--- src/inc/fti_consts.svh ---
// constants for the transmit symbol injection control block
`ifndef FTI_CONSTS_SVH
`define FTI_CONSTS_SVH

// register addresses on the control port
`define FTI_ADDR_TSC      5'h04
`define FTI_ADDR_THR      5'h05
`define FTI_ADDR_SYMA     5'h06
`define FTI_ADDR_SYMB     5'h07

// field positions in transmit_state_control
`define FTI_TM_LSB        0
`define FTI_TM_MSB        2
`define FTI_IC_LO_BIT     3
`define FTI_IC_HI_BIT     4
`define FTI_SMOOTH_BIT    5
`define FTI_PARITY_BIT    6
`define FTI_RSVD_BIT      7
`define FTI_IC_LO_MASK    8'h08

// reset values
`define FTI_TSC_RESET     8'ha2
`define FTI_THR_RESET     8'h00
`define FTI_SYM_RESET     5'h00
`define FTI_CNT_RESET     8'h00
`define FTI_PAIR_RESET    10'h000

// 5b line symbols
`define FTI_SYM_J         5'h18
`define FTI_SYM_K         5'h11
`define FTI_SYM_IDLE      5'h1f
`define FTI_SYM_QUIET     5'h00
`define FTI_SYM_HALT      5'h04

// timing: one symbol pair every 80 ns on a 20 ns clock
`define FTI_CLK_NS        20
`define FTI_PAIR_NS       80
`define FTI_PAIR_CYC      (`FTI_PAIR_NS / `FTI_CLK_NS)

`endif

--- src/inc/fti_pkg.sv ---
// types for the transmit symbol injection control block
`default_nettype none
package fti_pkg;

  typedef enum logic [1:0] {
    FTI_INJ_NONE     = 2'b00,
    FTI_INJ_ONESHOT  = 2'b01,
    FTI_INJ_PERIODIC = 2'b10,
    FTI_INJ_CONT     = 2'b11
  } fti_inj_mode_t;

  typedef enum logic [2:0] {
    FTI_TM_ACTIVE = 3'b000,
    FTI_TM_IDLE   = 3'b001,
    FTI_TM_OFF    = 3'b010,
    FTI_TM_RSV3   = 3'b011,
    FTI_TM_MASTER = 3'b100,
    FTI_TM_HALT   = 3'b101,
    FTI_TM_QUIET  = 3'b110,
    FTI_TM_RSV7   = 3'b111
  } fti_tx_mode_t;

  typedef enum logic [1:0] {
    FTI_OS_WAIT = 2'b00,
    FTI_OS_RUN  = 2'b01
  } fti_os_state_t;

endpackage
`default_nettype wire

--- src/inc/fti_cnt_if.sv ---
// link between the injection controller and its counter
`default_nettype none
interface fti_cnt_if;
  logic                  tick;
  logic                  jk;
  fti_pkg::fti_inj_mode_t mode;
  logic [7:0]            thr_next;
  logic                  thr_wr;
  logic                  inject;
  logic                  os_done;
  logic [7:0]            cnt;

  modport ctl (output tick, output jk, output mode, output thr_next,
               output thr_wr, input inject, input os_done, input cnt);
  modport cnt_side (input tick, input jk, input mode, input thr_next,
                    input thr_wr, output inject, output os_done,
                    output cnt);
endinterface
`default_nettype wire

--- src/rtl/fti_tx_mode_gen.sv ---
// symbol pair and transmitter enable for each transmit mode
`default_nettype none
`include "fti_consts.svh"
module fti_tx_mode_gen (
  input  wire fti_pkg::fti_tx_mode_t tm,
  output logic [9:0]                 pair,
  output logic                       txe
);

  // reserved codes fall back to quiet, as does off
  always_comb
  begin
    pair = {`FTI_SYM_QUIET, `FTI_SYM_QUIET};
    txe  = 1'b1;
    case (tm)
      fti_pkg::FTI_TM_IDLE:   pair = {`FTI_SYM_IDLE, `FTI_SYM_IDLE};
      fti_pkg::FTI_TM_OFF:    txe  = 1'b0;
      fti_pkg::FTI_TM_MASTER: pair = {`FTI_SYM_HALT, `FTI_SYM_QUIET};
      fti_pkg::FTI_TM_HALT:   pair = {`FTI_SYM_HALT, `FTI_SYM_HALT};
      default:                pair = {`FTI_SYM_QUIET, `FTI_SYM_QUIET};
    endcase
  end

endmodule
`default_nettype wire

--- src/rtl/fti_inj_counter.sv ---
// injection down-counter with one-shot arming on a starting delimiter
`default_nettype none
`include "fti_consts.svh"
module fti_inj_counter (
  input  wire logic  mclk,
  input  wire logic  rst_n,
  fti_cnt_if.cnt_side c
);

  fti_pkg::fti_os_state_t state;
  fti_pkg::fti_os_state_t next_state;
  logic [7:0]             next_cnt;
  logic                   hit;
  logic                   periodic;
  logic                   oneshot;
  logic                   os_fire_jk;

  assign periodic   = c.mode == fti_pkg::FTI_INJ_PERIODIC;
  assign oneshot    = c.mode == fti_pkg::FTI_INJ_ONESHOT;
  // counter at one or zero means this pair is the n-th one
  assign hit        = c.cnt <= 8'h01;
  // zero threshold in one-shot replaces the delimiter pair itself
  assign os_fire_jk = oneshot && state == fti_pkg::FTI_OS_WAIT && c.jk
                      && c.thr_next == 8'h00;
  assign c.inject   = c.tick && ((periodic && hit) || os_fire_jk
                      || (oneshot && state == fti_pkg::FTI_OS_RUN
                          && hit));
  assign c.os_done  = c.inject && oneshot;

  // counting only in one-shot and periodic; delimiter starts one-shot
  always_comb
  begin
    next_cnt   = c.cnt;
    next_state = state;
    if (!oneshot)
      next_state = fti_pkg::FTI_OS_WAIT;
    if (c.thr_wr)
      next_cnt = c.thr_next;
    else if (c.tick)
    begin
      case (c.mode)
        fti_pkg::FTI_INJ_PERIODIC:
          next_cnt = hit ? c.thr_next : c.cnt - 8'h01;
        fti_pkg::FTI_INJ_ONESHOT:
          if (state == fti_pkg::FTI_OS_WAIT && c.jk && !os_fire_jk)
          begin
            next_cnt   = c.thr_next;
            next_state = fti_pkg::FTI_OS_RUN;
          end
          else if (state == fti_pkg::FTI_OS_RUN)
          begin
            next_cnt   = hit ? c.thr_next : c.cnt - 8'h01;
            next_state = hit ? fti_pkg::FTI_OS_WAIT : state;
          end
        default:
          next_cnt = c.cnt;
      endcase
    end
  end

  always_ff @(posedge mclk or negedge rst_n)
  begin
    if (!rst_n)
    begin
      c.cnt <= `FTI_CNT_RESET;
      state <= fti_pkg::FTI_OS_WAIT;
    end
    else
    begin
      c.cnt <= next_cnt;
      state <= next_state;
    end
  end

  cnt_reload_a: assert property (@(posedge mclk) disable iff (!rst_n)
    c.thr_wr |=> c.cnt == $past(c.thr_next))
    else $error("counter did not reload on threshold write");

  cnt_idle_a: assert property (@(posedge mclk) disable iff (!rst_n)
    (c.mode == fti_pkg::FTI_INJ_NONE || c.mode == fti_pkg::FTI_INJ_CONT)
    && !c.thr_wr |=> $stable(c.cnt))
    else $error("counter moved outside one-shot or periodic");

  zero_jk_a: assert property (@(posedge mclk) disable iff (!rst_n)
    c.tick && oneshot && state == fti_pkg::FTI_OS_WAIT && c.jk
    && c.thr_next == 8'h00 |-> c.inject && c.os_done)
    else $error("delimiter pair not replaced at zero threshold");

  periodic_all_a: assert property (@(posedge mclk) disable iff (!rst_n)
    c.tick && periodic && c.thr_next == 8'h00 && c.cnt == 8'h00
    |-> c.inject ##1 c.cnt == 8'h00)
    else $error("zero threshold periodic missed a pair");

  oneshot_run_a: assert property (@(posedge mclk) disable iff (!rst_n)
    c.tick && !c.thr_wr && oneshot && state == fti_pkg::FTI_OS_RUN
    && c.cnt > 8'h01 |-> !c.inject ##1 c.cnt == $past(c.cnt) - 8'h01)
    else $error("one-shot injected early or failed to count");

endmodule
`default_nettype wire

--- src/rtl/fti_tx_inject.sv ---
// transmit state control register and symbol pair injection path
// What this block does
// - Bits 4:3 of transmit_state_control pick one of four injection modes.
// - Active injection overrides smoother, repeat filter, encoder, tx modes.
// - With no injection and tx mode active, request data passes through untouched.
// - One-shot replaces the pair n pairs after a JK delimiter.
// - One-shot with zero threshold replaces the JK pair itself.
// - Hardware clears only the low injection bit after a one-shot.
// - Periodic replaces every n-th pair; zero threshold replaces every pair.
// - Periodic injection is not realigned to JK boundaries.
// - Continuous replaces every pair, whatever the threshold.
// - Started counter keeps counting; only a threshold write affects it.
// - Bit 5 turns the smoother on when set, off when clear.
// - Bit 6 turns request data parity checking on when set.
// - Reserved bit 7 resets to one and takes any write harmlessly.
// - Codes 00 none, 01 one-shot, 10 periodic, 11 continuous.
// - 8-bit down-counter, one step per 80 ns, reloads at one or zero and on write.
// - Reset gives tx mode off, smoother on, bit 7 set, rest clear.
`default_nettype none
`include "fti_consts.svh"
module fti_tx_inject (
  input  wire logic       mclk,
  input  wire logic       nrst,
  input  wire logic [4:0] reg_addr,
  input  wire logic [7:0] reg_wdata,
  input  wire logic       reg_wr,
  input  wire logic       reg_rd,
  output logic      [7:0] reg_rdata,
  output logic            pair_req,
  input  wire logic [9:0] pair_in,
  input  wire logic       pair_par,
  output logic      [9:0] tx_pair,
  output logic            tx_enable,
  output logic            tx_injected,
  output logic            parity_err,
  output logic            smoother_on,
  output logic            request_parity_on,
  output logic      [2:0] tx_mode_field,
  output logic      [7:0] inject_count_value
);

  // true when a pair is the J then K starting delimiter
  function automatic logic is_jk(input logic [9:0] p);
    is_jk = p[9:5] == `FTI_SYM_J && p[4:0] == `FTI_SYM_K;
  endfunction

  // reset release through two flops so release is clean to mclk
  logic [1:0] rst_sync;
  logic       rst_n;

  always_ff @(posedge mclk or negedge nrst)
  begin
    if (!nrst)
      rst_sync <= 2'h0;
    else
      rst_sync <= {rst_sync[0], 1'b1};
  end

  assign rst_n = rst_sync[1];

  // register storage
  logic [7:0]             transmit_state_control;
  logic [7:0]             inject_threshold;
  logic [4:0]             inject_symbol_a;
  logic [4:0]             inject_symbol_b;
  logic [7:0]             next_tsc;
  logic [7:0]             next_thr;
  logic [7:0]             next_rdata;
  logic                   wr_tsc;
  logic                   wr_thr;
  logic                   wr_syma;
  logic                   wr_symb;
  fti_pkg::fti_inj_mode_t inj_mode;
  fti_pkg::fti_tx_mode_t  tm;

  // address decode for writes
  assign wr_tsc  = reg_wr && reg_addr == `FTI_ADDR_TSC;
  assign wr_thr  = reg_wr && reg_addr == `FTI_ADDR_THR;
  assign wr_syma = reg_wr && reg_addr == `FTI_ADDR_SYMA;
  assign wr_symb = reg_wr && reg_addr == `FTI_ADDR_SYMB;

  // field views of transmit_state_control
  assign inj_mode = fti_pkg::fti_inj_mode_t'(
    transmit_state_control[`FTI_IC_HI_BIT:`FTI_IC_LO_BIT]);
  assign tm = fti_pkg::fti_tx_mode_t'(
    transmit_state_control[`FTI_TM_MSB:`FTI_TM_LSB]);
  assign smoother_on       = transmit_state_control[`FTI_SMOOTH_BIT];
  assign request_parity_on = transmit_state_control[`FTI_PARITY_BIT];
  assign tx_mode_field     = transmit_state_control[`FTI_TM_MSB:`FTI_TM_LSB];

  fti_cnt_if cnt_if ();

  // a software write in the same cycle as the one-shot clear wins,
  // so a freshly armed mode is never lost to a stale acknowledgement
  assign next_tsc = wr_tsc ? reg_wdata
                  : cnt_if.os_done
                    ? (transmit_state_control & ~`FTI_IC_LO_MASK)
                    : transmit_state_control;
  assign next_thr = wr_thr ? reg_wdata : inject_threshold;

  always_ff @(posedge mclk or negedge rst_n)
  begin
    if (!rst_n)
    begin
      transmit_state_control <= `FTI_TSC_RESET;
      inject_threshold       <= `FTI_THR_RESET;
      inject_symbol_a        <= `FTI_SYM_RESET;
      inject_symbol_b        <= `FTI_SYM_RESET;
    end
    else
    begin
      transmit_state_control <= next_tsc;
      inject_threshold       <= next_thr;
      if (wr_syma)
        inject_symbol_a <= reg_wdata[4:0];
      if (wr_symb)
        inject_symbol_b <= reg_wdata[4:0];
    end
  end

  // read mux; unmapped addresses and reserved symbol bits read zero
  assign next_rdata =
      reg_addr == `FTI_ADDR_TSC  ? transmit_state_control
    : reg_addr == `FTI_ADDR_THR  ? inject_threshold
    : reg_addr == `FTI_ADDR_SYMA ? {3'h0, inject_symbol_a}
    : reg_addr == `FTI_ADDR_SYMB ? {3'h0, inject_symbol_b}
    : 8'h00;

  always_ff @(posedge mclk or negedge rst_n)
  begin
    if (!rst_n)
      reg_rdata <= 8'h00;
    else if (reg_rd)
      reg_rdata <= next_rdata;
  end

  // pair rate divider: one enable every 80 ns
  localparam logic [1:0] PAIR_LAST = 2'(`FTI_PAIR_CYC - 1);
  logic [1:0] div;
  logic       tick;

  assign tick     = div == PAIR_LAST;
  assign pair_req = tick;

  always_ff @(posedge mclk or negedge rst_n)
  begin
    if (!rst_n)
      div <= 2'h0;
    else
      div <= tick ? 2'h0 : div + 2'h1;
  end

  // counter hookup; it sees the threshold as it will be after a write
  assign cnt_if.tick     = tick;
  assign cnt_if.jk       = is_jk(pair_in);
  assign cnt_if.mode     = inj_mode;
  assign cnt_if.thr_next = next_thr;
  assign cnt_if.thr_wr   = wr_thr;
  assign inject_count_value = cnt_if.cnt;

  fti_inj_counter u_cnt (
    .mclk  (mclk),
    .rst_n (rst_n),
    .c     (cnt_if.cnt_side)
  );

  logic [9:0] mode_pair;
  logic       mode_txe;

  fti_tx_mode_gen u_mode (
    .tm   (tm),
    .pair (mode_pair),
    .txe  (mode_txe)
  );

  // output selection: injection first, then tx mode, then request data
  logic       use_inj;
  logic [9:0] inj_pair;
  logic [9:0] next_tx;
  logic       next_perr;

  assign inj_pair = {inject_symbol_a, inject_symbol_b};
  assign use_inj  = inj_mode == fti_pkg::FTI_INJ_CONT
                 || cnt_if.inject;
  assign next_tx  = use_inj ? inj_pair
                  : tm == fti_pkg::FTI_TM_ACTIVE ? pair_in
                  : mode_pair;
  // odd parity over the pair; a bad pair is still passed on
  assign next_perr = tick && request_parity_on
                  && !(^{pair_in, pair_par});

  always_ff @(posedge mclk or negedge rst_n)
  begin
    if (!rst_n)
    begin
      tx_pair     <= `FTI_PAIR_RESET;
      tx_enable   <= 1'b0;
      tx_injected <= 1'b0;
    end
    else if (tick)
    begin
      tx_pair     <= next_tx;
      tx_enable   <= mode_txe || use_inj;
      tx_injected <= use_inj;
    end
  end

  always_ff @(posedge mclk or negedge rst_n)
  begin
    if (!rst_n)
      parity_err <= 1'b0;
    else
      parity_err <= next_perr;
  end

  ic_decode_a: assert property (@(posedge mclk) disable iff (!rst_n)
    wr_tsc |=> inj_mode == $past(reg_wdata[4:3]))
    else $error("injection mode not taken from bits 4:3");

  inject_prio_a: assert property (@(posedge mclk) disable iff (!rst_n)
    tick && use_inj |=> tx_pair == $past(inj_pair) && tx_injected)
    else $error("injected pair lost to another source");

  pass_thru_a: assert property (@(posedge mclk) disable iff (!rst_n)
    tick && inj_mode == fti_pkg::FTI_INJ_NONE
    && tm == fti_pkg::FTI_TM_ACTIVE |=> tx_pair == $past(pair_in)
    && !tx_injected)
    else $error("request data altered with no injection");

  cont_all_a: assert property (@(posedge mclk) disable iff (!rst_n)
    tick && inj_mode == fti_pkg::FTI_INJ_CONT |=> tx_injected)
    else $error("continuous mode skipped a pair");

  oneshot_clear_a: assert property (@(posedge mclk) disable iff (!rst_n)
    cnt_if.os_done && !wr_tsc |=> !transmit_state_control[3]
    && transmit_state_control[7:4] == $past(transmit_state_control[7:4])
    && transmit_state_control[2:0] == $past(transmit_state_control[2:0]))
    else $error("one-shot acknowledge touched the wrong bits");

  hold_bits_a: assert property (@(posedge mclk) disable iff (!rst_n)
    !wr_tsc && !cnt_if.os_done |=> $stable(transmit_state_control))
    else $error("control register changed without a write");

  smooth_bit_a: assert property (@(posedge mclk) disable iff (!rst_n)
    wr_tsc |=> smoother_on == $past(reg_wdata[5]))
    else $error("smoother enable did not follow bit 5");

  parity_off_a: assert property (@(posedge mclk) disable iff (!rst_n)
    !request_parity_on |=> !parity_err)
    else $error("parity error flagged while checking is off");

  rsvd_bit_a: assert property (@(posedge mclk) disable iff (!rst_n)
    wr_tsc |=> transmit_state_control[7] == $past(reg_wdata[7]))
    else $error("reserved bit did not take the written value");

  tick_rate_a: assert property (@(posedge mclk) disable iff (!rst_n)
    tick |=> !tick [*3] ##1 tick)
    else $error("pair enable not every four clocks");

  reset_val_a: assert property (@(posedge mclk)
    $rose(rst_n) |-> transmit_state_control == 8'ha2)
    else $error("control register wrong after reset");

  // per-pair outputs and bus read back, checked from the port side
  inj_enable_a: assert property (@(posedge mclk) disable iff (!rst_n)
    tick && use_inj
    |=> tx_enable)
    else $error("injected pair sent with the driver off");

  off_mode_a: assert property (@(posedge mclk) disable iff (!rst_n)
    tick && !use_inj && tm == fti_pkg::FTI_TM_OFF
    |=> !tx_enable && tx_pair == 10'h000)
    else $error("off mode drove the line without injection");

  none_clean_a: assert property (@(posedge mclk) disable iff (!rst_n)
    tick && inj_mode == fti_pkg::FTI_INJ_NONE
    |=> !tx_injected)
    else $error("pair marked injected with injection off");

  sym_inject_a: assert property (@(posedge mclk) disable iff (!rst_n)
    tick && cnt_if.inject
    |=> tx_pair == $past(inj_pair))
    else $error("counted injection sent the wrong symbols");

  sym_read_a: assert property (@(posedge mclk) disable iff (!rst_n)
    reg_rd && reg_addr == `FTI_ADDR_SYMA
    |=> reg_rdata == {3'h0, $past(inject_symbol_a)})
    else $error("first injection symbol read back wrong");

  os_return_a: assert property (@(posedge mclk) disable iff (!rst_n)
    cnt_if.os_done && !wr_tsc
    |=> inj_mode == fti_pkg::FTI_INJ_NONE)
    else $error("one-shot did not return to normal transmission");

  no_realign_a: assert property (@(posedge mclk) disable iff (!rst_n)
    tick && inj_mode == fti_pkg::FTI_INJ_PERIODIC && cnt_if.jk && !wr_thr
    && cnt_if.cnt > 8'h01
    |=> cnt_if.cnt == $past(cnt_if.cnt) - 8'h01)
    else $error("periodic count realigned to a delimiter");

  parity_on_a: assert property (@(posedge mclk) disable iff (!rst_n)
    tick && request_parity_on && !(^{pair_in, pair_par})
    |=> parity_err)
    else $error("bad request parity not flagged");

  rdata_ctl_a: assert property (@(posedge mclk) disable iff (!rst_n)
    reg_rd && reg_addr == `FTI_ADDR_TSC
    |=> reg_rdata == $past(transmit_state_control))
    else $error("control register read back wrong");

  thr_write_a: assert property (@(posedge mclk) disable iff (!rst_n)
    wr_thr
    |=> inject_threshold == $past(reg_wdata))
    else $error("threshold write not stored");

  tx_hold_a: assert property (@(posedge mclk) disable iff (!rst_n)
    !tick
    |=> $stable(tx_pair) && $stable(tx_injected))
    else $error("transmit pair changed between pair enables");

endmodule
`default_nettype wire

--- config.mk ---
export PLATFORM = sky130hd
export DESIGN_NAME = fti_tx_inject
export DESIGN_NICKNAME = d
export VERILOG_FILES = /design/src/inc/fti_pkg.sv /design/src/inc/fti_cnt_if.sv /design/src/rtl/fti_tx_mode_gen.sv /design/src/rtl/fti_inj_counter.sv /design/src/rtl/fti_tx_inject.sv
export VERILOG_INCLUDE_DIRS = /design/src /design/src/inc
export SDC_FILE = /design/constraint.sdc
export NUM_CORES = 1
export LEC_CHECK = 0
export BUFFER_PORTS_ARGS = -buffer_cell sky130_fd_sc_hd__buf_2
export CAP_MARGIN = 20
export CORE_UTILIZATION = 50
export CTS_CLUSTER_SIZE = 14
export DETAILED_ROUTE_END_ITERATION = 7
export PLACE_DENSITY = 0.82
export REMOVE_ABC_BUFFERS = 1
export SYNTH_ARGS = -nofsm -noshare
export SYNTH_HDL_FRONTEND = slang
export SYNTH_SLANG_ARGS = --single-unit
--- constraint.sdc ---
create_clock -name mclk -period 1.8 [get_ports mclk]
set_input_delay 0.54 -clock mclk [delete_from_list [all_inputs] [get_ports mclk]]
set_output_delay 0.54 -clock mclk [all_outputs]
set_load 0.05 [all_outputs]
Word level (Yosys, flattened, before mapping)

Index checks and enable logic that the tools add are counted.

Register bits: 61
Bits in latches: 0
Memory bits (writable): 0
Bits in read-only memories: 0
Output and inout port bits: 35
Memories kept: 0

Add/subtract/negate cells: 2
Multipliers: 0
Divide/modulo/power cells: 0
$lt $le $gt $ge: 1
Equal/unequal tests: 17
Shift-type cells: 0
Mux-type cells: 25
Bitwise operators: 0
Reduce and logical (&&, ||, !) cells: 31

Operators with widths:

| kind                                                            | number |
|---|---|
| two-way mux 8 bit                                               | 9 |
| one-hot mux 10 bit (3 select lines)                             | 1 |
| == test 5 x 3 -> 1 bit (second input constant)                  | 4 |
| two-way mux 10 bit                                              | 2 |
| logical AND 1 bit                                               | 17 |
| two-way mux 2 bit                                               | 8 |
| one-hot mux 8 bit (2 select lines)                              | 1 |
| parity 11 bit                                                   | 1 |
| == test 5 bit (second input constant)                           | 2 |
| two-way mux 5 bit                                               | 2 |
| less-or-equal comparator 8 x 1 -> 1 bit (second input constant) | 1 |
| zero test 8 bit                                                 | 1 |
| subtractor 8 x 1 -> 8 bit (second input constant)               | 1 |
| == test 2 bit (second input constant)                           | 3 |
| == test 3 bit (second input constant)                           | 2 |
| inequality test 6 x 5 -> 1 bit (second input constant)          | 1 |
| == test 2 x 1 -> 1 bit (second input constant)                  | 2 |
| logical OR 1 bit                                                | 4 |
| two-way mux 4 bit                                               | 1 |
| inequality test 4 bit (second input constant)                   | 1 |
| nonzero test 2 bit                                              | 2 |
| == test 3 x 1 -> 1 bit (second input constant)                  | 1 |
| == test 3 x 2 -> 1 bit (second input constant)                  | 1 |
| zero test 3 bit                                                 | 1 |
| 6 further kinds                                                 | 7 |

Longest topological paths before layout

Gate-level depths: netlist of the first run.

Depth after elaboration: 11
Gate-level depth with buffers: 10

By module

A second synthesis of the first run with hierarchy kept.

Cells, all modules: 322
Area total of the unflattened synthesis: 3469.6 um2

By module, submodules not included:

| module          | instances | cells an instance | area each (um2) | sequential area each (um2) |
|---|---|---|---|---|
| fti_tx_inject   | 1         | 225               | 2606.2          | 1280.0 |
| fti_inj_counter | 1         | 86                | 775.7           | 250.2 |
| fti_tx_mode_gen | 1         | 11                | 87.6            | 0.0 |

Least setup slack after synthesis of the first run

Ideal clock, no wire load.

Kind: reg2reg
Start: register u_cnt.c.cnt[0]
End: register tx_pair[0]
Library setup time: 90 ps
Arrival: 2703 ps
Setup slack: -993 ps
Stages on the path, launching flop included: 11
Cells stage by stage: dfrtp_1 > inv_1 > ha_1 > nor2_1 > or4_4 > buf_6 > nor2_4 > a211o_2 > or4_2 > buf_6 > o221ai_1

Word-level cells in the longest chain between the ends: 7
Elaborated cells on any way between the ends: 8

RTL lines:

| what                                        | line                  | source |
|---|---|---|
| start, declared                             | fti_cnt_if.sv:17      | `output cnt);` |
| start signal, assigned                      | fti_inj_counter.sv:65 | `` c.cnt <= `FTI_CNT_RESET; `` |
| start signal, assigned                      | fti_inj_counter.sv:70 | `c.cnt <= next_cnt;` |
| less-or-equal comparator 8 x 1 -> 1 bit (*) | fti_inj_counter.sv:21 | `assign hit = c.cnt <= 8'h01;` |
| logical AND 1 bit                           | fti_inj_counter.sv:25 | `assign c.inject = c.tick && ((periodic && hit) \|\| os_fire_jk` |
| logical OR 1 bit                            | fti_inj_counter.sv:25 |  |
| logical OR 1 bit (*)                        | fti_inj_counter.sv:26 | `\|\| (oneshot && state == fti_pkg::FTI_OS_RUN` |
| logical AND 1 bit (*)                       | fti_inj_counter.sv:25 |  |
| logical OR 1 bit (*)                        | fti_tx_inject.sv:184  | `\|\| cnt_if.inject;` |
| two-way mux 10 bit (*)                      | fti_tx_inject.sv:185  | `assign next_tx = use_inj ? inj_pair` |
| end signal, assigned                        | fti_tx_inject.sv:196  | `` tx_pair <= `FTI_PAIR_RESET; `` |
| end signal, assigned                        | fti_tx_inject.sv:202  | `tx_pair <= next_tx;` |
| end, declared                               | fti_tx_inject.sv:32   | `output logic [9:0] tx_pair,` |

Mark *: on every way between the ends. The rest lies on a longest branch, timed or not.
A chain may end at the register's enable or synchronous reset.

Worst setup path after layout of the first run

Start: register u_cnt.c.cnt[5]
End: register u_cnt.c.cnt[5]

Word-level cells in the longest chain between the ends: 7
Elaborated cells on any way between the ends: 8

RTL lines:

| what                                                                                        | line                                                                | source |
|---|---|---|
| subtractor 8 x 1 -> 8 bit / less-or-equal comparator 8 x 1 -> 1 bit (equally long branches) | fti_inj_counter.sv:43, fti_inj_counter.sv:52, fti_inj_counter.sv:21 |  |
| two-way mux 8 bit (*)                                                                       | fti_inj_counter.sv:43, fti_inj_counter.sv:52                        |  |
| two-way mux 8 bit                                                                           | fti_inj_counter.sv:50                                               | `else if (state == fti_pkg::FTI_OS_RUN)` |
| two-way mux 8 bit                                                                           | fti_inj_counter.sv:45                                               | `if (state == fti_pkg::FTI_OS_WAIT && c.jk && !os_fire_jk)` |
| one-hot mux 8 bit (2 select lines) (*)                                                      | fti_inj_counter.sv:41                                               | `case (c.mode)` |
| two-way mux 8 bit (*)                                                                       | fti_inj_counter.sv:39                                               | `else if (c.tick)` |
| two-way mux 8 bit (*)                                                                       | fti_inj_counter.sv:37                                               | `if (c.thr_wr)` |

Mark *: on every way between the ends. The rest lies on a longest branch, timed or not. The select of a mux whose other input is x is not followed.

==> results.py, run 1 <==
metrics = {
    "run_status": {
        "status": "finished with violations",
        "violations": "negative setup slack",
    },
    "critical_path": {
        "cp.arrival_ns": 2.60,
        "end_kind": "register",
        "crit_path_max_fanout": 5,
        "slowest_stage": "or4_4",
        "crit_top_cell": "or4_4",
        "required_ns": 2.02,
        "start_kind": "register",
        "path_class": "reg2reg",
        "slowest_delay_ns": 0.56,
        "cp_cell_sequence": "or4_4 -> or4_4 -> a31oi_1 -> nand2_1 -> o311ai_1",
    },
    "global_routing": {
        "grt_use_total": 0.292,
        "antenna_found_initial": 0,
        "grt_pass1_vias": 3189,
        "grt_max_degree": 60,
        "grt_pass1_wl_mm": 15.7,
        "grt-ovfl-total": 0,
    },
    "power_and_ir_drop": {
        "vdd_drop_max_mv": 1.03,
        "power_density_nw_per_um2": 1280,
        "power_w": 0.00597,
        "power.leakage_nw": 2.23,
        "p_sw_frac": 0.430,
        "power_switching_w": 0.00257,
        "power_frac_clock": 0.206,
        "seq_power_share": 0.320,
        "pwr-share-comb": 0.473,
        "cellInternalPower_w": 0.00341,
    },
    "sta": {
        "setup-tns-final_ns": -8.69,
        "rsz0062_at_grt": "yes",
        "hold_viol": 0,
        "skew_ns": 0.0120,
        "setup_viol": 22,
        "fmax_mhz": 421,
        "setup_ws_ns": -0.576,
        "post-route-period-util": 1.32,
        "period_needed_ns": 2.38,
        "drv_slew": 0,
        "whs_ns": 0.266,
    },
    "die": {
        "start_util": 0.519,
        "coreArea_sq_um": 6350,
        "rows": 29,
        "io_pins": 63,
        "dieWidth_microns": 83.2,
        "die-area_sq_um": 6920,
        "dieHeight_microns": 83.2,
    },
    "final_layout": {
        "area_growth_pct": 41.3,
        "nets": 503,
        "utilization": 0.734,
        "diodes": 0,
        "drive_above_1_share": 0.482,
    },
    "detailed_routing": {
        "drtIter0Drc": 327,
        "drt_first_pass_iters": 5,
        "vias_per_cell": 5.92,
        "drc": 0,
        "wl_per_cell_microns": 18.5,
        "ant_nets": 0,
        "dr_total_vias": 3266,
        "routed_wl_mm": 10.2,
    },
    "cts": {
        "cts.sinks": 61,
        "cts_buffers": 9,
        "ctsHtreeMaxLevel": 3,
        "cts.reportedPaths.clkPinSlew_ns": 0.07,
        "cts_tree": "yes",
        "clk-insertion-delay-late_ns": 0.35,
        "cts-root-buf": "clkbuf_8",
        "cts.path.max_buffers": 2,
    },
    "worst_hold_path": {
        "hold_path.class": "reg2async",
    },
    "place": {
        "port_buffers": 62,
        "place_congestion": 0.909,
        "dpl.hpwl_mm": 6.85,
    },
    "flow_run": {
        "drv_cap": 0,
    },
    "yosys": {
        "synth_warnings": 0,
        "synth_edf_count": 0,
        "syn-cell-area_sq_um": 3300,
        "yosysSeqAreaShare": 0.464,
        "syn_area_per_cell_sq_um": 10.0,
        "async_flop_share": 1.00,
        "ys.flop_type": "dfrtp_1",
        "syn_inst": 329,
        "ys_ff_latch": 61,
        "yosysUniqueCellTypes": 56,
    },
}
[placed cells by master (no fill, tap or decap), drive strengths merged, types with 8 or more instances in the layout]
cell,n
a31oi,8
a22oi,9
inv,18
nand3,14
dfrtp,58
nand2,35
buf,149
clkbuf,11
mux2,22
a21oi,18
o221ai,12
nor2,29
[final timing paths]
check	from	to	slack [ns]	depth (start not counted)
min in group mclk	rst_sync[0]	rst_sync[1]	0.36	0
max	u_cnt.c.cnt[5]	u_cnt.c.cnt[5]	-0.58	5
max in group asynchronous	nrst	rst_sync[1]	1.19	2
max reg2reg	u_cnt.c.cnt[5]	u_cnt.c.cnt[5]	-0.58	5
min reg2reg	rst_sync[1]	reg_rdata[2]	0.27	1
min	rst_sync[1]	reg_rdata[2]	0.27	1
[synthesized netlist by cell type, types with 4 or more instances]
cell type	n	area share
dfrtp_1	58	0.44
nand2_1	35	0.040
nor2_1	28	0.032
mux2_2	22	0.075
a21oi_1	18	0.027
inv_1	17	0.019
nand3_1	14	0.021
o221ai_1	12	0.032
a22oi_1	9	0.020
clkbuf_1	9	0.010
a31oi_1	8	0.015
nor4_1	7	0.013
xnor2_1	7	0.019
a221oi_1	5	0.013
buf_6	5	0.017
ha_1	5	0.019
and3_1	4	0.0076
xor2_1	4	0.011
[cells by family (layout without fill, tap and decap cells)]
logic type      after synthesis  after routing  synth area share
compound gates               74             74             0.163
flops                        61             61             0.464
simple gates                116            116             0.179
mux                          22             22            0.0751
buf+inv                      39            185            0.0691
fa+ha+maj                     5              5            0.0190
other cells                   1              1           0.00114
xor+xnor                     11             11            0.0292
[power by group through the flow]
stage	combinational [W]	clock (W)	sequential [W]
global placement	0.00245	0	0.00189
floorplan	0.000730	0	0.00269
detailed placement	0.00250	0	0.00190
finish	0.00283	0.00123	0.00191
global route	0.00298	0.00129	0.00194
CTS	0.00265	0.00124	0.00189
[per-layer routing]
| layer | part of all wire | GRT usage | up-vias | wire length, microns |
|---|---|---|---|---|
| li1 | - | - | 1476 | - |
| met5 | 0 | 0 | - | 0 |
| met3 | 0.066 | 0.0636 | 37 | 672 |
| met2 | 0.50 | 0.507 | 171 | 5100 |
| met4 | 0.034 | 0.0909 | 0 | 344 |
| met1 | 0.40 | 0.362 | 1582 | 4080 |
[worst max-delay path: cells and delay by family, from the launching register on]
kind	cells	cell delay (ns)
flip-flops	1	0.42
AND/OR/NAND/NOR	3	1.21
AO/OA/AOI/OAI	2	0.62
[stage by stage]
step | cell area (sq um) | setup slack, ns | cells
after floorplan | 3130 | -0.979 | 307
after global placement | 4150 | -0.748 | 526
after detailed placement | 4150 | -0.820 | 526
after CTS | 4520 | -0.427 | 548
after global routing | 4660 | -0.590 | 552
final | 4660 | -0.576 | 552
[cell type report]
class / count / area (sq um)
Multi-Input combinational cell: 229 / 1710
Fill cell: 408 / 1690
Sequential cell: 61 / 1530
Timing Repair Buffer: 152 / 1060
Clock buffer: 9 / 124
Tap cell: 77 / 96.3
Clock inverter: 7 / 75.1
Inverter: 17 / 63.8
[sequential cells by signal (all words and copies together) (netlist names)]
name,cells
tx_pair,10
inject_threshold,8
reg_rdata,8
transmit_state_control,8
u_cnt.c.cnt,8
inject_symbol_a,5
inject_symbol_b,5
div,2
rst_sync,2
u_cnt.state,2
parity_err,1
tx_enable,1
tx_injected,1
[what timing repair did]
item                                   4_1_cts  5_1_grt
endpoints found under the hold margin        2        0
pin swaps                                   13        9
hold buffers                                 1        0
resized for setup                           29       17
cloned                                       1        1
setup endpoints to repair                   23       24
buffers inserted                             4        3
Power figures use the tool's default switching activity.
==> run 2: changes to the inputs <==
- ABC_AREA: unset -> 1
==> run 2 against run 1 <==
  * The flow finishes with violations (design-rule violations, negative setup slack)
  * Non-clock buffer count is 21 higher
  * Sequential cell count stayed put
  * Clock power is 23% higher
  * Utilization is 7.2 points higher
  * Worst hold slack worse by 0.027 ns
  * Die area is 0.96% higher
  * Worst setup slack better by 0.20 ns
  * Critical endpoint is now tx_pair[5]
  * Cell area is 10% higher
  * Largest power group unchanged
  * Via count is 30% higher
  * Sequential power is 3% higher
==> results.py, run 2 <==
metrics = {
    "run_status": {
        "status": "finished with violations",
        "violations": "design-rule violations, negative setup slack",
    },
    "detailed_routing": {
        "routed_wl_mm": 14.5,
        "dr_total_vias": 4231,
        "drc": 3,
        "ant_nets": 0,
        "drtIter0Drc": 558,
        "vias_per_cell": 6.28,
        "drt_first_pass_iters": 8,
        "wl_per_cell_microns": 21.6,
    },
    "sta": {
        "hold_viol": 0,
        "fmax_mhz": 459,
        "setup_viol": 24,
        "tightest_slew_ns": 0.518,
        "skew_ns": 0.0128,
        "setup_ws_ns": -0.380,
        "slew_headroom": 0.651,
        "rsz0062_at_grt": "yes",
        "drv_slew": 0,
        "post-route-period-util": 1.21,
        "period_needed_ns": 2.18,
    },
    "yosys": {
        "syn_inst": 419,
        "yosysSeqAreaShare": 0.460,
        "syn_area_per_cell_sq_um": 7.95,
        "syn-cell-area_sq_um": 3330,
        "yosysMostFrequentCell": "nand2_1",
        "synth_edf_count": 0,
        "async_flop_share": 1.00,
        "synth_area_leaders": "dfrtp_1 (44%), nand2_1 (13%), nand3_1 (5.9%)",
        "yosysUniqueCellTypes": 37,
        "ys.flop_type": "dfrtp_1",
        "ys_ff_latch": 61,
        "synth_warnings": 0,
        "synth_top_area_share": 0.436,
        "synth_top_cells_by_count": "nand2_1 (111), dfrtp_1 (58), inv_1 (50), nand3_1 (39), nor2_1 (29)",
        "synth.largest_area_cell": "dfrtp_1",
    },
    "place": {
        "place_congestion": 0.904,
        "post_dp_cell_area_sq_um": 4250,
        "dp.cells": 618,
        "dpl.hpwl_mm": 6.91,
        "port_buffers": 62,
    },
    "final_layout": {
        "nets": 625,
        "drive_above_1_share": 0.444,
        "multi_input_area_sq_um": 1800,
        "utilization": 0.806,
        "fillCellCount": 349,
        "final_area_sq_um": 5150,
        "area_growth_pct": 54.6,
        "most-common-layout-cells": "buf_4 (96), nand2_1 (90), buf_2 (59), dfrtp_1 (56), inv_1 (45)",
        "final_common_cell": "buf_4",
        "largest_reg_flops": 10,
        "regArea_sq_um": 1530,
        "diodes": 0,
        "regMostFlops": "tx_pair",
        "final_cells": 674,
    },
    "cts": {
        "cts-root-buf": "clkbuf_8",
        "cts.reportedPaths.clkPinSlew_ns": 0.08,
        "clk-insertion-delay-late_ns": 0.39,
        "cts.path.max_buffers": 2,
        "cts.sinks": 61,
        "ctsHtreeMaxLevel": 3,
        "cts_buffers": 9,
        "cts_tree": "yes",
    },
    "global_routing": {
        "top_usage_layer": "met2",
        "gr-usage-met2": 0.603,
        "grt_max_degree": 27,
        "grt_pass1_vias": 3929,
        "grt-ovfl-total": 0,
        "antenna_found_initial": 0,
        "grt_use_total": 0.360,
        "grt_pass1_wl_mm": 19.5,
        "grtUsageMet3": 0.118,
        "grt_use_met1": 0.411,
    },
    "power_and_ir_drop": {
        "power.leakage_nw": 2.68,
        "power_w": 0.00637,
        "power_density_nw_per_um2": 1240,
        "vdd_drop_max_mv": 1.08,
    },
    "critical_path": {
        "path_class": "reg2reg",
        "crit_path_max_fanout": 5,
        "slowest_stage": "dfrtp_1",
        "cp_cell_sequence": "inv_1 -> nor2_2 -> inv_1 -> nor2_1 -> inv_1 -> nor2_4 -> a21oi_2 -> nor2_2 -> nor2_4 -> buf_12 -> a21oi_4 -> nand2_1 -> nand3_2",
        "end_kind": "register",
        "start_kind": "register",
        "crit_top_cell": "inv_1",
        "slowest_delay_ns": 0.42,
        "cp.arrival_ns": 2.50,
        "required_ns": 2.12,
    },
    "die": {
        "io_pins": 63,
        "dieHeight_microns": 83.6,
        "rows": 29,
        "dieWidth_microns": 83.6,
        "die-area_sq_um": 6990,
        "coreArea_sq_um": 6390,
        "start_util": 0.521,
    },
    "flow_run": {
        "drv_cap": 0,
    },
    "worst_hold_path": {
        "hold_path.class": "reg2async",
    },
}
-- run 2: changes by cell type after synthesis, sizes merged, moves of 9 or more --
| cell | delta |
|---|---|
| o21ai | +17 |
| o221ai | -12 |
| nand3 | +28 |
| a22oi | -9 |
| mux2 | -22 |
| nand2 | +82 |
| nand4 | +12 |
| inv | +36 |
-- run 2: repair_timing --
item / in CTS / in global routing
resized for setup: 49 / 47
hold buffers: 1 / 0
gates cloned: 2 / 0
setup buffers: 29 / 14
setup endpoints to repair: 22 / 24
pin swaps: 17 / 16
hold endpoints to repair: 2 / 0
-- run 2: final timing paths --
kind | startpoint | end | slack [ns] | depth (start not counted)
worst min-delay path | rst_sync[1] | transmit_state_control[0] | 0.24 | 0
worst max register to register | transmit_state_control[3] | tx_pair[5] | -0.38 | 13
worst max-delay path | transmit_state_control[3] | tx_pair[5] | -0.38 | 13
worst min register to register | rst_sync[1] | transmit_state_control[0] | 0.24 | 0
min in group mclk | rst_sync[0] | rst_sync[1] | 0.37 | 0
max in group asynchronous | rst_sync[1] | reg_rdata[0] | 0.94 | 1
-- run 2: final cells by class --
type | instances | share of cell area
multi-input cells | 288 | 0.349
clock inverters | 4 | 0.0136
inverters | 59 | 0.0464
well taps | 77 | 0.0187
flip-flops and latches | 61 | 0.298
clock buffers | 12 | 0.0301
repair buffers | 173 | 0.244
-- run 2: layer usage --
| layer | vias up | wire (microns) |
|---|---|---|
| met1 | 1949 | 4860 |
| met2 | 426 | 6720 |
| li1 | 1714 | - |
| met3 | 142 | 1660 |
| met4 | 0 | 1300 |
| met5 | - | 0 |
-- run 2: kinds of logic (layout without fill, tap and decap cells) --
| family | after synthesis | count (layout) | share of synthesized area |
|---|---|---|---|
| and+or+nand+nor | 210 | 211 | 0.291 |
| buffers and inverters | 72 | 248 | 0.0879 |
| DFF | 61 | 61 | 0.460 |
| AOI/OAI and AO/OA | 59 | 60 | 0.112 |
| xor gates and xnor gates | 11 | 11 | 0.0289 |
| adders and majority gates | 5 | 5 | 0.0188 |
| other | 1 | 1 | 0.00113 |
-- run 2: report_power, final --
part / internal (W) / switching [W] / total (W)
clock: 0.000852 / 0.000655 / 0.00151
sequential: 0.00167 / 0.000308 / 0.00197
combinational: 0.00100 / 0.00189 / 0.00289
-- run 2: stage by stage --
step	hold WS [ns]	setup TNS (ns)	setup WS, ns
2_1_floorplan	0.244	-13.26	-0.737
3_3_place_gp	0.230	-9.58	-0.473
3_5_place_dp	0.230	-11.10	-0.551
4_1_cts	0.232	-1.25	-0.108
5_1_grt	0.290	-6.91	-0.407
6_report	0.239	-5.75	-0.380
-- run 2: critical path, delay by kind of cell, from the launching register on --
kind | cells | cell delay, ns
buffers and inverters | 4 | 0.46
AOI/OAI and AO/OA | 2 | 0.25
and+or+nand+nor | 7 | 0.97
DFF | 1 | 0.42
